[config.mk]
export PLATFORM = sky130hd
export DESIGN_NAME = dtpm_pin_mux
export DESIGN_NICKNAME = d
export VERILOG_FILES = /design/src/dtpm_pin_mux.v
export VERILOG_INCLUDE_DIRS = /design/src
export SDC_FILE = /design/constraint.sdc
export NUM_CORES = 1
export LEC_CHECK = 0
export ABC_AREA = 1
export ABC_CLOCK_PERIOD_IN_PS = 2500
export BUFFER_PORTS_ARGS = -buffer_cell sky130_fd_sc_hd__clkbuf_2
export CAP_MARGIN = 40
export CORE_UTILIZATION = 57
export DETAILED_ROUTE_END_ITERATION = 10
export GPL_TIMING_DRIVEN = 0
export PLACE_DENSITY_LB_ADDON = 0.2
export SLEW_MARGIN = 10
export SYNTH_ARGS = -nofsm -noshare
export SYNTH_HDL_FRONTEND = slang
export SYNTH_SLANG_ARGS = --single-unit
[constraint.sdc]
create_clock -name core_clk -period 2.5 [get_ports core_clk]
set_input_delay 0.25 -clock core_clk [delete_from_list [all_inputs] [get_ports core_clk]]
set_output_delay 0.25 -clock core_clk [all_outputs]
set_load 0.005 [all_outputs]
[src/dtpm_regs.vh]
// Constants for the debug and trace pin multiplexer
`ifndef DTPM_REGS_VH
`define DTPM_REGS_VH

// ----------------------------------------------------------------
// Register offsets (word index on the plain register port)
// ----------------------------------------------------------------
`define DTPM_OFS_FUNC_SEL 4'h0
`define DTPM_OFS_INPUT_EN 4'h1
`define DTPM_OFS_OUTPUT_EN 4'h2
`define DTPM_OFS_PULL_UP 4'h3
`define DTPM_OFS_PULL_DOWN 4'h4
`define DTPM_OFS_DBG_CTRL 4'h5
`define DTPM_OFS_STANDBY 4'h6
`define DTPM_OFS_STATUS 4'h7
`define DTPM_OFS_PIN_LEVEL 4'h8

// ----------------------------------------------------------------
// Pin positions inside every 10-bit pin vector
// ----------------------------------------------------------------
`define DTPM_PIN_A0 0
`define DTPM_PIN_A1 1
`define DTPM_PIN_A2 2
`define DTPM_PIN_A3 3
`define DTPM_PIN_A6 6
`define DTPM_PIN_B0 7
`define DTPM_PIN_B1 8
`define DTPM_PIN_B2 9

// ----------------------------------------------------------------
// Field positions
// ----------------------------------------------------------------
`define DTPM_CTRL_SWD_MODE 0
`define DTPM_CTRL_VIEWER_EN 1
`define DTPM_STBY_DRIVE 0
`define DTPM_STAT_EXT_RST 0
`define DTPM_STAT_BUF_LSB 1
`define DTPM_STAT_BUF_MSB 2

// ----------------------------------------------------------------
// Reset values
// ----------------------------------------------------------------
`define DTPM_RST_FUNC_SEL 10'h383
`define DTPM_RST_INPUT_EN 10'h303
`define DTPM_RST_OUTPUT_EN 10'h081
`define DTPM_RST_PULL_UP 10'h301
`define DTPM_RST_PULL_DOWN 10'h002
`define DTPM_RST_DBG_CTRL 2'h0
`define DTPM_RST_STANDBY 1'h0

// ----------------------------------------------------------------
// Timing: core cycles per half period of the trace clock
// ----------------------------------------------------------------
`define DTPM_TRC_HALF 4'h2

`endif
[src/dtpm_pin_mux.v]
// Debug and trace pin multiplexer with register port and trace buffer
//
// How it works
// After reset the five debug pins carry the debug port function.
// Trace clock and data pins stay general purpose until software selects them.
// Pin a0 carries TMS or SWDIO, pin a1 carries TCK or SWCLK input.
// Serial wire: a0 bidirectional, shared with probe; JTAG: a0 input only.
// Pin b0 carries TDO in JTAG, viewer output in serial wire.
// Viewer output is driven on b0 only while the viewer is enabled.
// Pin b1 is TDI, b2 is TRST; neither has a serial-wire role.
// Four trace data outputs on a3..a6, trace clock on a2, viewer too.
// Reset settings of a0 and a1 pin configuration bits as specified.
// Reset settings of b0..b2 and a2..a6 pin configuration bits as specified.
// In STOP, debug-configured a0 and b0 keep their drivers regardless of standby bit.
// Software returns a1 to general purpose when debug is unused.
// Trace words pass from the trace port unit to trace pins and viewer.
// While the external reset pin is active all debug transfers are ignored.
// Serial-wire-only mode frees TDI, TDO and TRST; viewer keeps b0.
// Function select 0 connects the pin to general-purpose logic only.
// Debug inputs see idle levels when their pin is not in debug use.
`default_nettype none

`include "dtpm_regs.vh"

module dtpm_pin_mux (
    input wire core_clk,
    input wire sys_rst,
    // Register port
    input wire [3:0] reg_addr,
    input wire [15:0] reg_wdata,
    input wire reg_wr,
    input wire reg_rd,
    output reg [15:0] reg_rdata,
    // Pad side
    input wire [9:0] pin_in,
    output reg [9:0] pin_out,
    output reg [9:0] pin_oe,
    output reg [9:0] pin_ie,
    output reg [9:0] pin_pull_up,
    output reg [9:0] pin_pull_down,
    input wire ext_rst_n,
    input wire stop_mode,
    // General-purpose port logic
    input wire [9:0] gpio_out,
    output reg [9:0] gpio_in,
    // Debug access port side
    output reg dbg_tms_swdio,
    output reg dbg_clk_level,
    output reg dbg_clk_rise,
    output reg dbg_clk_fall,
    output reg dbg_tdi,
    output reg dbg_trst_n,
    output reg dbg_swd_mode,
    input wire dbg_swdio_out,
    input wire dbg_swdio_oe,
    input wire dbg_tdo,
    input wire dbg_tdo_oe,
    input wire dbg_viewer,
    // Trace port unit stream
    input wire [3:0] trc_data,
    input wire trc_valid,
    output reg trc_ready
);

// ----------------------------------------------------------------
// Configuration registers
// ----------------------------------------------------------------
reg [9:0] function_select;
reg [9:0] input_enable;
reg [9:0] output_enable;
reg [9:0] pull_up_enable;
reg [9:0] pull_down_enable;
reg [1:0] dbg_ctrl;
reg drive_in_standby;

// Synchronisers for pad levels, reset pin and link clock
reg [9:0] pin_s1;
reg [9:0] pin_s2;
reg ext_rst_s1;
reg ext_rst_s2;
reg clk_prev;

// Trace buffer and trace clock generator
reg [3:0] buf_word0;
reg [3:0] buf_word1;
reg [1:0] buf_count;
reg [3:0] half_cnt;
reg trace_clock;
reg [3:0] trace_nibble;

wire swd_mode;
wire viewer_en;
wire dbg_blocked;
wire sel_a0;
wire sel_a1;
wire sel_b0;
wire sel_b1;
wire sel_b2;
wire trace_on;
wire stby_ok;
wire clk_tick;
wire drain;
wire fill;
wire [9:0] dbg_sel;
reg [1:0] next_buf_count;

assign swd_mode = dbg_ctrl[`DTPM_CTRL_SWD_MODE];
assign viewer_en = dbg_ctrl[`DTPM_CTRL_VIEWER_EN];
// Debug traffic is frozen while the reset pin is held
assign dbg_blocked = ~ext_rst_s2;
assign sel_a0 = function_select[`DTPM_PIN_A0];
assign sel_a1 = function_select[`DTPM_PIN_A1];
// b0 is TDO in JTAG, viewer in serial wire only while enabled
assign sel_b0 = function_select[`DTPM_PIN_B0] & (~swd_mode | viewer_en);
// TDI and TRST have no serial-wire role and fall back to port logic
assign sel_b1 = function_select[`DTPM_PIN_B1] & ~swd_mode;
assign sel_b2 = function_select[`DTPM_PIN_B2] & ~swd_mode;
// Trace pins only work when clock and all data pins are selected
assign trace_on = &function_select[`DTPM_PIN_A6:`DTPM_PIN_A2];
assign stby_ok = ~stop_mode | drive_in_standby;
assign dbg_sel = {sel_b2, sel_b1, sel_b0, {5{trace_on}}, sel_a1, sel_a0};

// ----------------------------------------------------------------
// Register writes
// ----------------------------------------------------------------
always @(posedge core_clk) begin
    if (sys_rst) begin
        function_select <= `DTPM_RST_FUNC_SEL;
        input_enable <= `DTPM_RST_INPUT_EN;
        output_enable <= `DTPM_RST_OUTPUT_EN;
        pull_up_enable <= `DTPM_RST_PULL_UP;
        pull_down_enable <= `DTPM_RST_PULL_DOWN;
        dbg_ctrl <= `DTPM_RST_DBG_CTRL;
        drive_in_standby <= `DTPM_RST_STANDBY;
    end else if (reg_wr) begin
        case (reg_addr)
            `DTPM_OFS_FUNC_SEL: function_select <= reg_wdata[9:0];
            `DTPM_OFS_INPUT_EN: input_enable <= reg_wdata[9:0];
            `DTPM_OFS_OUTPUT_EN: output_enable <= reg_wdata[9:0];
            `DTPM_OFS_PULL_UP: pull_up_enable <= reg_wdata[9:0];
            `DTPM_OFS_PULL_DOWN: pull_down_enable <= reg_wdata[9:0];
            `DTPM_OFS_DBG_CTRL: dbg_ctrl <= reg_wdata[1:0];
            `DTPM_OFS_STANDBY: drive_in_standby <= reg_wdata[`DTPM_STBY_DRIVE];
            default: begin
            end
        endcase
    end
end

// ----------------------------------------------------------------
// Register reads: data stand in the cycle after the strobe only
// ----------------------------------------------------------------
always @(posedge core_clk) begin
    if (sys_rst) begin
        reg_rdata <= 16'h0000;
    end else if (reg_rd) begin
        case (reg_addr)
            `DTPM_OFS_FUNC_SEL: reg_rdata <= {6'h00, function_select};
            `DTPM_OFS_INPUT_EN: reg_rdata <= {6'h00, input_enable};
            `DTPM_OFS_OUTPUT_EN: reg_rdata <= {6'h00, output_enable};
            `DTPM_OFS_PULL_UP: reg_rdata <= {6'h00, pull_up_enable};
            `DTPM_OFS_PULL_DOWN: reg_rdata <= {6'h00, pull_down_enable};
            `DTPM_OFS_DBG_CTRL: reg_rdata <= {14'h0000, dbg_ctrl};
            `DTPM_OFS_STANDBY: reg_rdata <= {15'h0000, drive_in_standby};
            `DTPM_OFS_STATUS: reg_rdata <= {13'h0000, buf_count, dbg_blocked};
            `DTPM_OFS_PIN_LEVEL: reg_rdata <= {6'h00, pin_s2};
            default: reg_rdata <= 16'h0000; // Unmapped reads as zero
        endcase
    end else begin
        reg_rdata <= 16'h0000;
    end
end

// ----------------------------------------------------------------
// Input synchronisers: the pads and the probe clock are asynchronous
// ----------------------------------------------------------------
always @(posedge core_clk) begin
    if (sys_rst) begin
        pin_s1 <= 10'h000;
        pin_s2 <= 10'h000;
        ext_rst_s1 <= 1'b0;
        ext_rst_s2 <= 1'b0;
        clk_prev <= 1'b0;
    end else begin
        pin_s1 <= pin_in;
        pin_s2 <= pin_s1;
        ext_rst_s1 <= ext_rst_n;
        ext_rst_s2 <= ext_rst_s1;
        clk_prev <= pin_s2[`DTPM_PIN_A1];
    end
end

// ----------------------------------------------------------------
// Debug port inputs; idle levels when the pin is not in debug use
// ----------------------------------------------------------------
assign clk_tick = sel_a1 & ~dbg_blocked;
always @(posedge core_clk) begin
    if (sys_rst) begin
        dbg_tms_swdio <= 1'b1;
        dbg_clk_level <= 1'b0;
        dbg_clk_rise <= 1'b0;
        dbg_clk_fall <= 1'b0;
        dbg_tdi <= 1'b1;
        dbg_trst_n <= 1'b1;
        dbg_swd_mode <= 1'b0;
    end else begin
        // Pulled-up idle for data and reset, low idle for the clock
        dbg_tms_swdio <= (sel_a0 & ~dbg_blocked) ? pin_s2[`DTPM_PIN_A0] : 1'b1;
        dbg_clk_level <= clk_tick ? pin_s2[`DTPM_PIN_A1] : 1'b0;
        dbg_clk_rise <= clk_tick & pin_s2[`DTPM_PIN_A1] & ~clk_prev;
        dbg_clk_fall <= clk_tick & ~pin_s2[`DTPM_PIN_A1] & clk_prev;
        dbg_tdi <= (sel_b1 & ~dbg_blocked) ? pin_s2[`DTPM_PIN_B1] : 1'b1;
        dbg_trst_n <= (sel_b2 & ~dbg_blocked) ? pin_s2[`DTPM_PIN_B2] : 1'b1;
        dbg_swd_mode <= swd_mode;
    end
end

// ----------------------------------------------------------------
// General-purpose input path
// ----------------------------------------------------------------
always @(posedge core_clk) begin
    if (sys_rst) begin
        gpio_in <= 10'h000;
    end else begin
        // Port logic sees the pad only when the pin is its own
        gpio_in <= pin_s2 & input_enable & ~dbg_sel;
    end
end

// ----------------------------------------------------------------
// Two-entry trace buffer: a stall at the pins back-pressures the source
// ----------------------------------------------------------------
// A nibble leaves on each rising edge of the trace clock while the buffer holds one
assign drain = trace_on & (half_cnt == `DTPM_TRC_HALF) & ~trace_clock & (buf_count != 2'h0);
assign fill = trc_valid & trc_ready;

always @* begin
    next_buf_count = buf_count;
    if (fill & ~drain) begin
        next_buf_count = buf_count + 2'h1;
    end else if (drain & ~fill) begin
        next_buf_count = buf_count - 2'h1;
    end
end

always @(posedge core_clk) begin
    if (sys_rst) begin
        buf_word0 <= 4'h0;
        buf_word1 <= 4'h0;
        buf_count <= 2'h0;
        trc_ready <= 1'b1;
    end else begin
        buf_count <= next_buf_count;
        trc_ready <= (next_buf_count != 2'h2);
        // Entry 0 is the head; entry 1 shifts down on a drain
        if (drain) begin
            buf_word0 <= (buf_count == 2'h2) ? buf_word1 : trc_data;
        end else if (fill & (buf_count == 2'h0)) begin
            buf_word0 <= trc_data;
        end
        if (fill & (buf_count == (drain ? 2'h2 : 2'h1))) begin
            buf_word1 <= trc_data;
        end
    end
end

// ----------------------------------------------------------------
// Trace clock divider and output nibble
// ----------------------------------------------------------------
always @(posedge core_clk) begin
    if (sys_rst) begin
        half_cnt <= 4'h1;
        trace_clock <= 1'b0;
        trace_nibble <= 4'h0;
    end else if (~trace_on) begin
        // Clock parked low while the trace pins belong to the ports
        half_cnt <= 4'h1;
        trace_clock <= 1'b0;
        trace_nibble <= 4'h0;
    end else if (half_cnt == `DTPM_TRC_HALF) begin
        half_cnt <= 4'h1;
        trace_clock <= ~trace_clock;
        if (~trace_clock) begin
            trace_nibble <= drain ? buf_word0 : 4'h0;
        end
    end else begin
        half_cnt <= half_cnt + 4'h1;
    end
end

// ----------------------------------------------------------------
// Pad drive: debug, trace or general purpose per pin
// ----------------------------------------------------------------
always @(posedge core_clk) begin
    if (sys_rst) begin
        pin_out <= 10'h000;
        pin_oe <= 10'h000;
        pin_ie <= 10'h000;
        pin_pull_up <= 10'h000;
        pin_pull_down <= 10'h000;
    end else begin
        pin_ie <= input_enable;
        pin_pull_up <= pull_up_enable;
        pin_pull_down <= pull_down_enable;
        // Ports lose their drivers in STOP unless standby drive is on
        pin_out <= gpio_out;
        pin_oe <= output_enable & {10{stby_ok}};
        // a0: SWDIO shared with probe, JTAG keeps it an input; STOP ignored
        if (sel_a0) begin
            pin_out[`DTPM_PIN_A0] <= dbg_swdio_out;
            pin_oe[`DTPM_PIN_A0] <= swd_mode & dbg_swdio_oe & ~dbg_blocked &
                output_enable[`DTPM_PIN_A0];
        end
        // a1: clock input only
        if (sel_a1) begin
            pin_oe[`DTPM_PIN_A1] <= 1'b0;
        end
        // b0: TDO or viewer; STOP does not cut it
        if (sel_b0) begin
            pin_out[`DTPM_PIN_B0] <= swd_mode ? dbg_viewer : dbg_tdo;
            pin_oe[`DTPM_PIN_B0] <= (swd_mode ? viewer_en : dbg_tdo_oe) & ~dbg_blocked &
                output_enable[`DTPM_PIN_B0];
        end
        if (sel_b1) begin
            pin_oe[`DTPM_PIN_B1] <= 1'b0;
        end
        if (sel_b2) begin
            pin_oe[`DTPM_PIN_B2] <= 1'b0;
        end
        if (trace_on) begin
            pin_out[`DTPM_PIN_A2] <= trace_clock;
            pin_out[`DTPM_PIN_A6:`DTPM_PIN_A3] <= trace_nibble;
            pin_oe[`DTPM_PIN_A6:`DTPM_PIN_A2] <= 5'h1F;
        end
    end
end

endmodule // dtpm_pin_mux

`default_nettype wire

# [Yosys cells after proc, flatten, opt, wreduce, memory -nomap -nowiden]
# Cells that the tools add are included.
[word_totals] ramBits=0 reg_bits=179 memories=0 latch_bits=0 rom_bits=0
[classes] n_addsub=3 n_mul=0 div=0 n_eq_ne=12 shifts=0 reduce_logical=23 n_mux=16 bitwise_logic=44 order_cmp=0
[ops] op="10-bit case mux with 9 select lines" count=1
[ops] op="10-bit bitwise AND" count=3
[ops] op="1-bit bitwise AND" count=24
[ops] op="2-bit OR reduction" count=9
[ops] op="4-bit by 3-bit equality test with 1-bit output (second input constant)" count=4
[ops] op="4-bit 2-to-1 mux" count=4
[ops] op="2-bit AND reduction" count=8
[ops] op="1-bit NOT" count=14
[ops] op="4-bit by 2-bit equality test with 1-bit output (second input constant)" count=3
[ops] op="5-bit 2-to-1 mux" count=2
[ops] op="10-bit NOT" count=1
[ops] op="1-bit 2-to-1 mux" count=6
[ops] op="2-bit 2-to-1 mux" count=3
[ops] op="5-bit AND reduction" count=1
[ops] op="4-bit by 1-bit adder with 4-bit output (second input constant)" count=1
[ops] op="4-bit by 1-bit equality test with 1-bit output (second input constant)" count=1
[ops] op="4-bit equality test (second input constant)" count=1
[ops] op="4-bit logical NOT" count=1
[ops] op="2-bit nonzero test" count=2
[ops] op="3-bit OR reduction" count=1
[ops] op="2-bit by 1-bit adder with 2-bit output (second input constant)" count=1
[ops] op="2-bit equality test" count=1
[ops] op="2-bit equality test (second input constant)" count=1
[ops] op="2-bit logical NOT" count=1
[ops] op="3 further kinds" count=4

# [Logic depth before layout (Yosys ltp)]
[logic_depth] depth_word=8 depth_mapped=11 mapped_depth_nobuf=11

# [Worst setup path before layout]
# OpenSTA, ideal clock, no wires.
[synth_timing] path_type="register -> register" from="register buf_count[1]" to="register buf_word1[0]" t_required_ns=2.387 setup_slack_ns=1.033 synth_period_minus_slack_ns=1.467 arrival_ns=1.355 path_stages_with_launch=11 path_cell_list="dfxtp_1 > inv_1 > ha_1 > nor3_1 > nand2_2 > nand2_1 > nand2_1 > nand2_2 > nor2_4 > nor2_1 > nor2_1"
[synth_via] elab_chain_cells=5
[synth_lines] element="start, declared" line_no="dtpm_pin_mux.v:86" source="reg [1:0] buf_count;"
[synth_lines] element="start signal, assigned" line_no="dtpm_pin_mux.v:253" source="buf_count <= next_buf_count;"
[synth_lines] element="2-bit nonzero test" line_no="dtpm_pin_mux.v:234" source="assign drain = trace_on & (half_cnt == `DTPM_TRC_HALF) & ~trace_clock & (buf_count != 2'h0);"
[synth_lines] element="1-bit bitwise AND" line_no="dtpm_pin_mux.v:234"
[synth_lines] element="2-bit 2-to-1 mux" line_no="dtpm_pin_mux.v:261" source="if (fill & (buf_count == (drain ? 2'h2 : 2'h1))) begin"
[synth_lines] element="2-bit equality test (*)" line_no="dtpm_pin_mux.v:261"
[synth_lines] element="1-bit bitwise AND (*)" line_no="dtpm_pin_mux.v:261"
[synth_lines] element="end signal, assigned" line_no="dtpm_pin_mux.v:262" source="buf_word1 <= trc_data;"
[synth_lines] element="end, declared" line_no="dtpm_pin_mux.v:85" source="reg [3:0] buf_word1;"
# Mark *: on every way between the ends. The rest lies on a longest branch, timed or not.
# A chain may end at the register's enable or synchronous reset.

# [Worst setup path after layout]
[layout_timing] from="register dbg_ctrl[0]" to="register pin_out[7]"
[layout_via] elab_chain_cells=4
[layout_lines] element="start, declared" line_no="dtpm_pin_mux.v:73" source="reg [1:0] dbg_ctrl;"
[layout_lines] element="start signal, assigned" line_no="dtpm_pin_mux.v:133" source="dbg_ctrl <= `DTPM_RST_DBG_CTRL;"
[layout_lines] element="start signal, assigned" line_no="dtpm_pin_mux.v:142" source="`DTPM_OFS_DBG_CTRL: dbg_ctrl <= reg_wdata[1:0];"
[layout_lines] element="1-bit NOT" line_no="dtpm_pin_mux.v:114" source="assign sel_b0 = function_select[`DTPM_PIN_B0] & (~swd_mode | viewer_en);"
[layout_lines] element="1-bit OR" line_no="dtpm_pin_mux.v:114"
[layout_lines] element="1-bit bitwise AND" line_no="dtpm_pin_mux.v:114"
[layout_lines] element="1-bit 2-to-1 mux (*)" line_no="dtpm_pin_mux.v:319" source="if (sel_b0) begin"
[layout_lines] element="end signal, assigned by index" line_no="dtpm_pin_mux.v:320" source="pin_out[`DTPM_PIN_B0] <= swd_mode ? dbg_viewer : dbg_tdo;"
[layout_lines] element="end signal, assigned by index" line_no="dtpm_pin_mux.v:331" source="pin_out[`DTPM_PIN_A2] <= trace_clock;"
[layout_lines] element="end signal, assigned by index" line_no="dtpm_pin_mux.v:332" source="pin_out[`DTPM_PIN_A6:`DTPM_PIN_A3] <= trace_nibble;"
[layout_lines] element="end, declared" line_no="dtpm_pin_mux.v:36" source="output reg [9:0] pin_out,"
# Marks and branches as above.

==> key figures <==
Outcome
  • Result of the run: completed

Place
  • Placed wire-length estimate: ~12000 um
  • Cell Count Post-Placement: ~1000
  • PortBufs: 126
  • Final RePlAce weighted congestion: roughly 0.93
  • Pre-CTS setup slack: approximately 840 ps

Setup path
  • R2R setup slack: slightly below 600 ps
  • Startpoint Class: register
  • Maximum fanout along the worst path: 8
  • Arrival time of the worst setup path: 2400 ps
  • Required arrival time at the worst endpoint: approximately 3000 ps
  • Critical path endpoint category: register
  • Crit path kind: reg2reg

Clock tree
  • Post-CTS Hold Fix Bufs: 24
  • Max clock buf depth: 2
  • Clock insertion delay at the later pin of the skew report: between 500 and 600 ps
  • CTS sink count: ~170
  • CTS tree: yes
  • Buffer count from post-CTS setup fixing: 0
  • Total CTS buffers: 17
  • CTS clock-pin slew for the worst setup and hold paths: ~60 ps
  • Cell at the root of the clock tree: sky130_fd_sc_hd__clkbuf_8
  • Number of levels the H-tree was split into: 4
  • Number of cells upsized or downsized after cts: 0

Cells and area
  • Layout net count: slightly below 1000
  • Final antenna diode count: 0
  • Layout Cells excl Fill: 1057
  • Area Growth Syn to Fin: 26.0%
  • Fill cells: roughly 800
  • Fraction of layout instances using a drive strength above 1: roughly 22%

Power and ir drop
  • Leakage power of the design: between 0.003 and 0.004 uW
  • Peak ir drop on the vdd network: 0.433 mV
  • Share of total power in sequential cells: between 50% and 60%
  • Combinational share of power: 7.6%
  • P per Cell Area: 737 mW/mm^2
  • Internal power: ~4300 uW
  • Clock network power share: about two fifths
  • Switching power share of the total: 24.8%
  • NetSw: between 1000 and 1500 uW

Floorplanning
  • Die width: approximately 110 um
  • FP Rows: 37
  • Standard cell core area: just over 0.01 mm^2
  • Die area: approximately 0.011 mm^2
  • Chip height: 105 um
  • Count of boundary I/O pins: 140
  • Initial Util: between 50% and 60%

STA
  • Slew margin rel.: roughly 54%
  • Fin. max-slew vios: 0
  • Setup violations, final: 0
  • Clock Skews: 5.20 ps
  • Slew at the pin closest to its max-slew limit: a little under 700 ps
  • Total count of hold-check failures in the final report: 0
  • Max Clock Freq: ~520 MHz
  • RSZ-0062 raised after global routing: false
  • Final critical-path required period: ~1900 ps
  • Final Cycle Share: between 70% and 80%
  • Final worst-path setup slack: 586 ps
  • Post-route setup TNS: 0 ps

Route
  • Number of search-and-repair iterations in the first detailed-routing pass: 5
  • DR vias: approximately 5500
  • Drt first-iter violations: about 380
  • Average via count per standard cell: 5.19
  • Drt drc: 0
  • Final ANT Viol Nets: 0
  • Routed wire length: 16300 um
  • Wire length per cell after detailed routing: roughly 15 um

Global routing
  • Initial antenna violation count: 0
  • Pin count of the biggest net entering global routing: 17
  • Total global routing track utilization: 30.8%
  • Wire length of the first global-routing pass: around 26000 um
  • Overflow after GRT: 0
  • Vias in the first global route: 5297

Min path
  • Hold/Removal Path Class: in2reg

Synth
  • Flops & latches, synth: 173
  • Async set-or-reset flop fraction in the synthesized netlist: 0%
  • Share of synthesized area occupied by flip-flops and latches: between 50% and 60%
  • Synthesized area: between 0.006 and 0.007 mm^2
  • Top_reg_cell synth: sky130_fd_sc_hd__dfxtp_1
  • Syn_area_per_cell: between 8 and 9 um^2
  • Count of yosys warnings during synthesis: 0
  • Number of synthesized flops with an enable pin: 0
  • Count of cell types in the netlist: 29
  • Mapped Cells: 735

Job
  • Count of max-cap constraint violations: 0
-- metal layers --
layer	global-route usage (%)	wire length, um	up-vias
met5	0	0	-
met4	13.3	477	0
met3	6.93	1230	45
met2	51.3	7830	247
met1	38.2	6790	2495
li1	-	-	2698
-- logic make-up after synthesis --
kind of cell    count (synthesis)  synth area share [%]
compound gates                165                  14.5
xor+xnor                        3                 0.431
fa+ha+maj                       4                 0.821
buf+inv                       154                  10.1
flops                         173                  56.8
other cells                     1                0.0615
simple gates                  235                  17.2
-- per-stage QoR --
step | instance area [um^2] | utilization [%] | hold slack [ps] | power, uW
floorplan | 6110 | - | 357 | 3160
global placement | 6910 | 67.0 | 390 | 3310
detailed placement | 6910 | 67.0 | 395 | 3320
CTS | 7670 | 74.3 | 3.13 | 5650
global route | 7670 | 74.3 | 7.24 | 5860
finish | 7670 | 74.3 | 0.803 | 5650
-- critical path, cell delays in order (launching register included) --
cell                            delay, ps
sky130_fd_sc_hd__dfxtp_1              300
sky130_fd_sc_hd__clkbuf_1             210
sky130_fd_sc_hd__a21oi_1              490
sky130_fd_sc_hd__o21ai_0              140
sky130_fd_sc_hd__a31oi_1              150
sky130_fd_sc_hd__dlygate4sd3_1        570
-- cells in the mapped netlist (all sizes together) (10+ instances only) --
cell type,number,share of area (%)
dfxtp,173,57
inv,123,7.6
nor2,120,8.3
nand2,71,4.7
o21ai,68,5.6
a21oi,59,4.8
o22ai,18,1.8
clkbuf,16,0.99
nand3,16,1.5
buf,15,1.6
nor4,12,1.2
a31oi,10,1.0
o211ai,10,1.2
-- path summary, 6_finish.rpt --
check,from,to,cells past startpoint
max,dbg_ctrl[0],pin_out[7],5
min,gpio_out[5],pin_out[5],3
max reg2reg,dbg_ctrl[0],pin_out[7],5
min reg2reg,pin_s1[2],pin_s2[2],2
-- state kept, by name, indices dropped and copies added, names as in the netlist, 2 cells and up --
signal            flops
input_enable         10
gpio_in              10
pin_oe               10
buf_word1             4
pin_ie               10
half_cnt              4
pin_s1               10
pin_out              10
buf_word0             4
pin_s2               10
pull_up_enable       10
dbg_ctrl              2
output_enable        10
pull_down_enable     10
trace_nibble          4
buf_count             2
pin_pull_up          10
pin_pull_down        10
reg_rdata            10
function_select      10
-- layout make-up --
type                       instances  area, um^2  share of cell area, %
sequential                       173        3460                   45.1
multi-input combinational        413        2030                   26.5
timing repair buffer             150         871                   11.3
inverter                         123         462                   6.02
clock buffer                      19         432                   5.62
tap                              136         170                   2.22
buffer                            31         155                   2.02
clock inverter                    12        90.1                   1.17
-- cell usage in the layout, fill, tap and decap left out, types with 12 or more instances in the layout --
cell and count:
sky130_fd_sc_hd__dfxtp_1 173, sky130_fd_sc_hd__clkbuf_2 126, sky130_fd_sc_hd__inv_1 113, sky130_fd_sc_hd__nor2_1 110, sky130_fd_sc_hd__nand2_1 63, sky130_fd_sc_hd__a21oi_1 59
sky130_fd_sc_hd__o21ai_0 51, sky130_fd_sc_hd__dlygate4sd3_1 24, sky130_fd_sc_hd__o22ai_1 18, sky130_fd_sc_hd__clkbuf_1 17, sky130_fd_sc_hd__o21ai_1 17, sky130_fd_sc_hd__clkbuf_16 16
sky130_fd_sc_hd__nand3_1 14, sky130_fd_sc_hd__nor4_1 12
-- power by group through the flow --
stage                     clock network [uW]  registers [uW]  logic (uW)
after floorplan                            0            2930         228
after global placement                     0            2930         380
after detailed placement                   0            2930         390
after CTS                               2360            2870         423
after global routing                    2500            2880         477
final                                   2350            2870         430
Power figures use the tool's default switching activity.
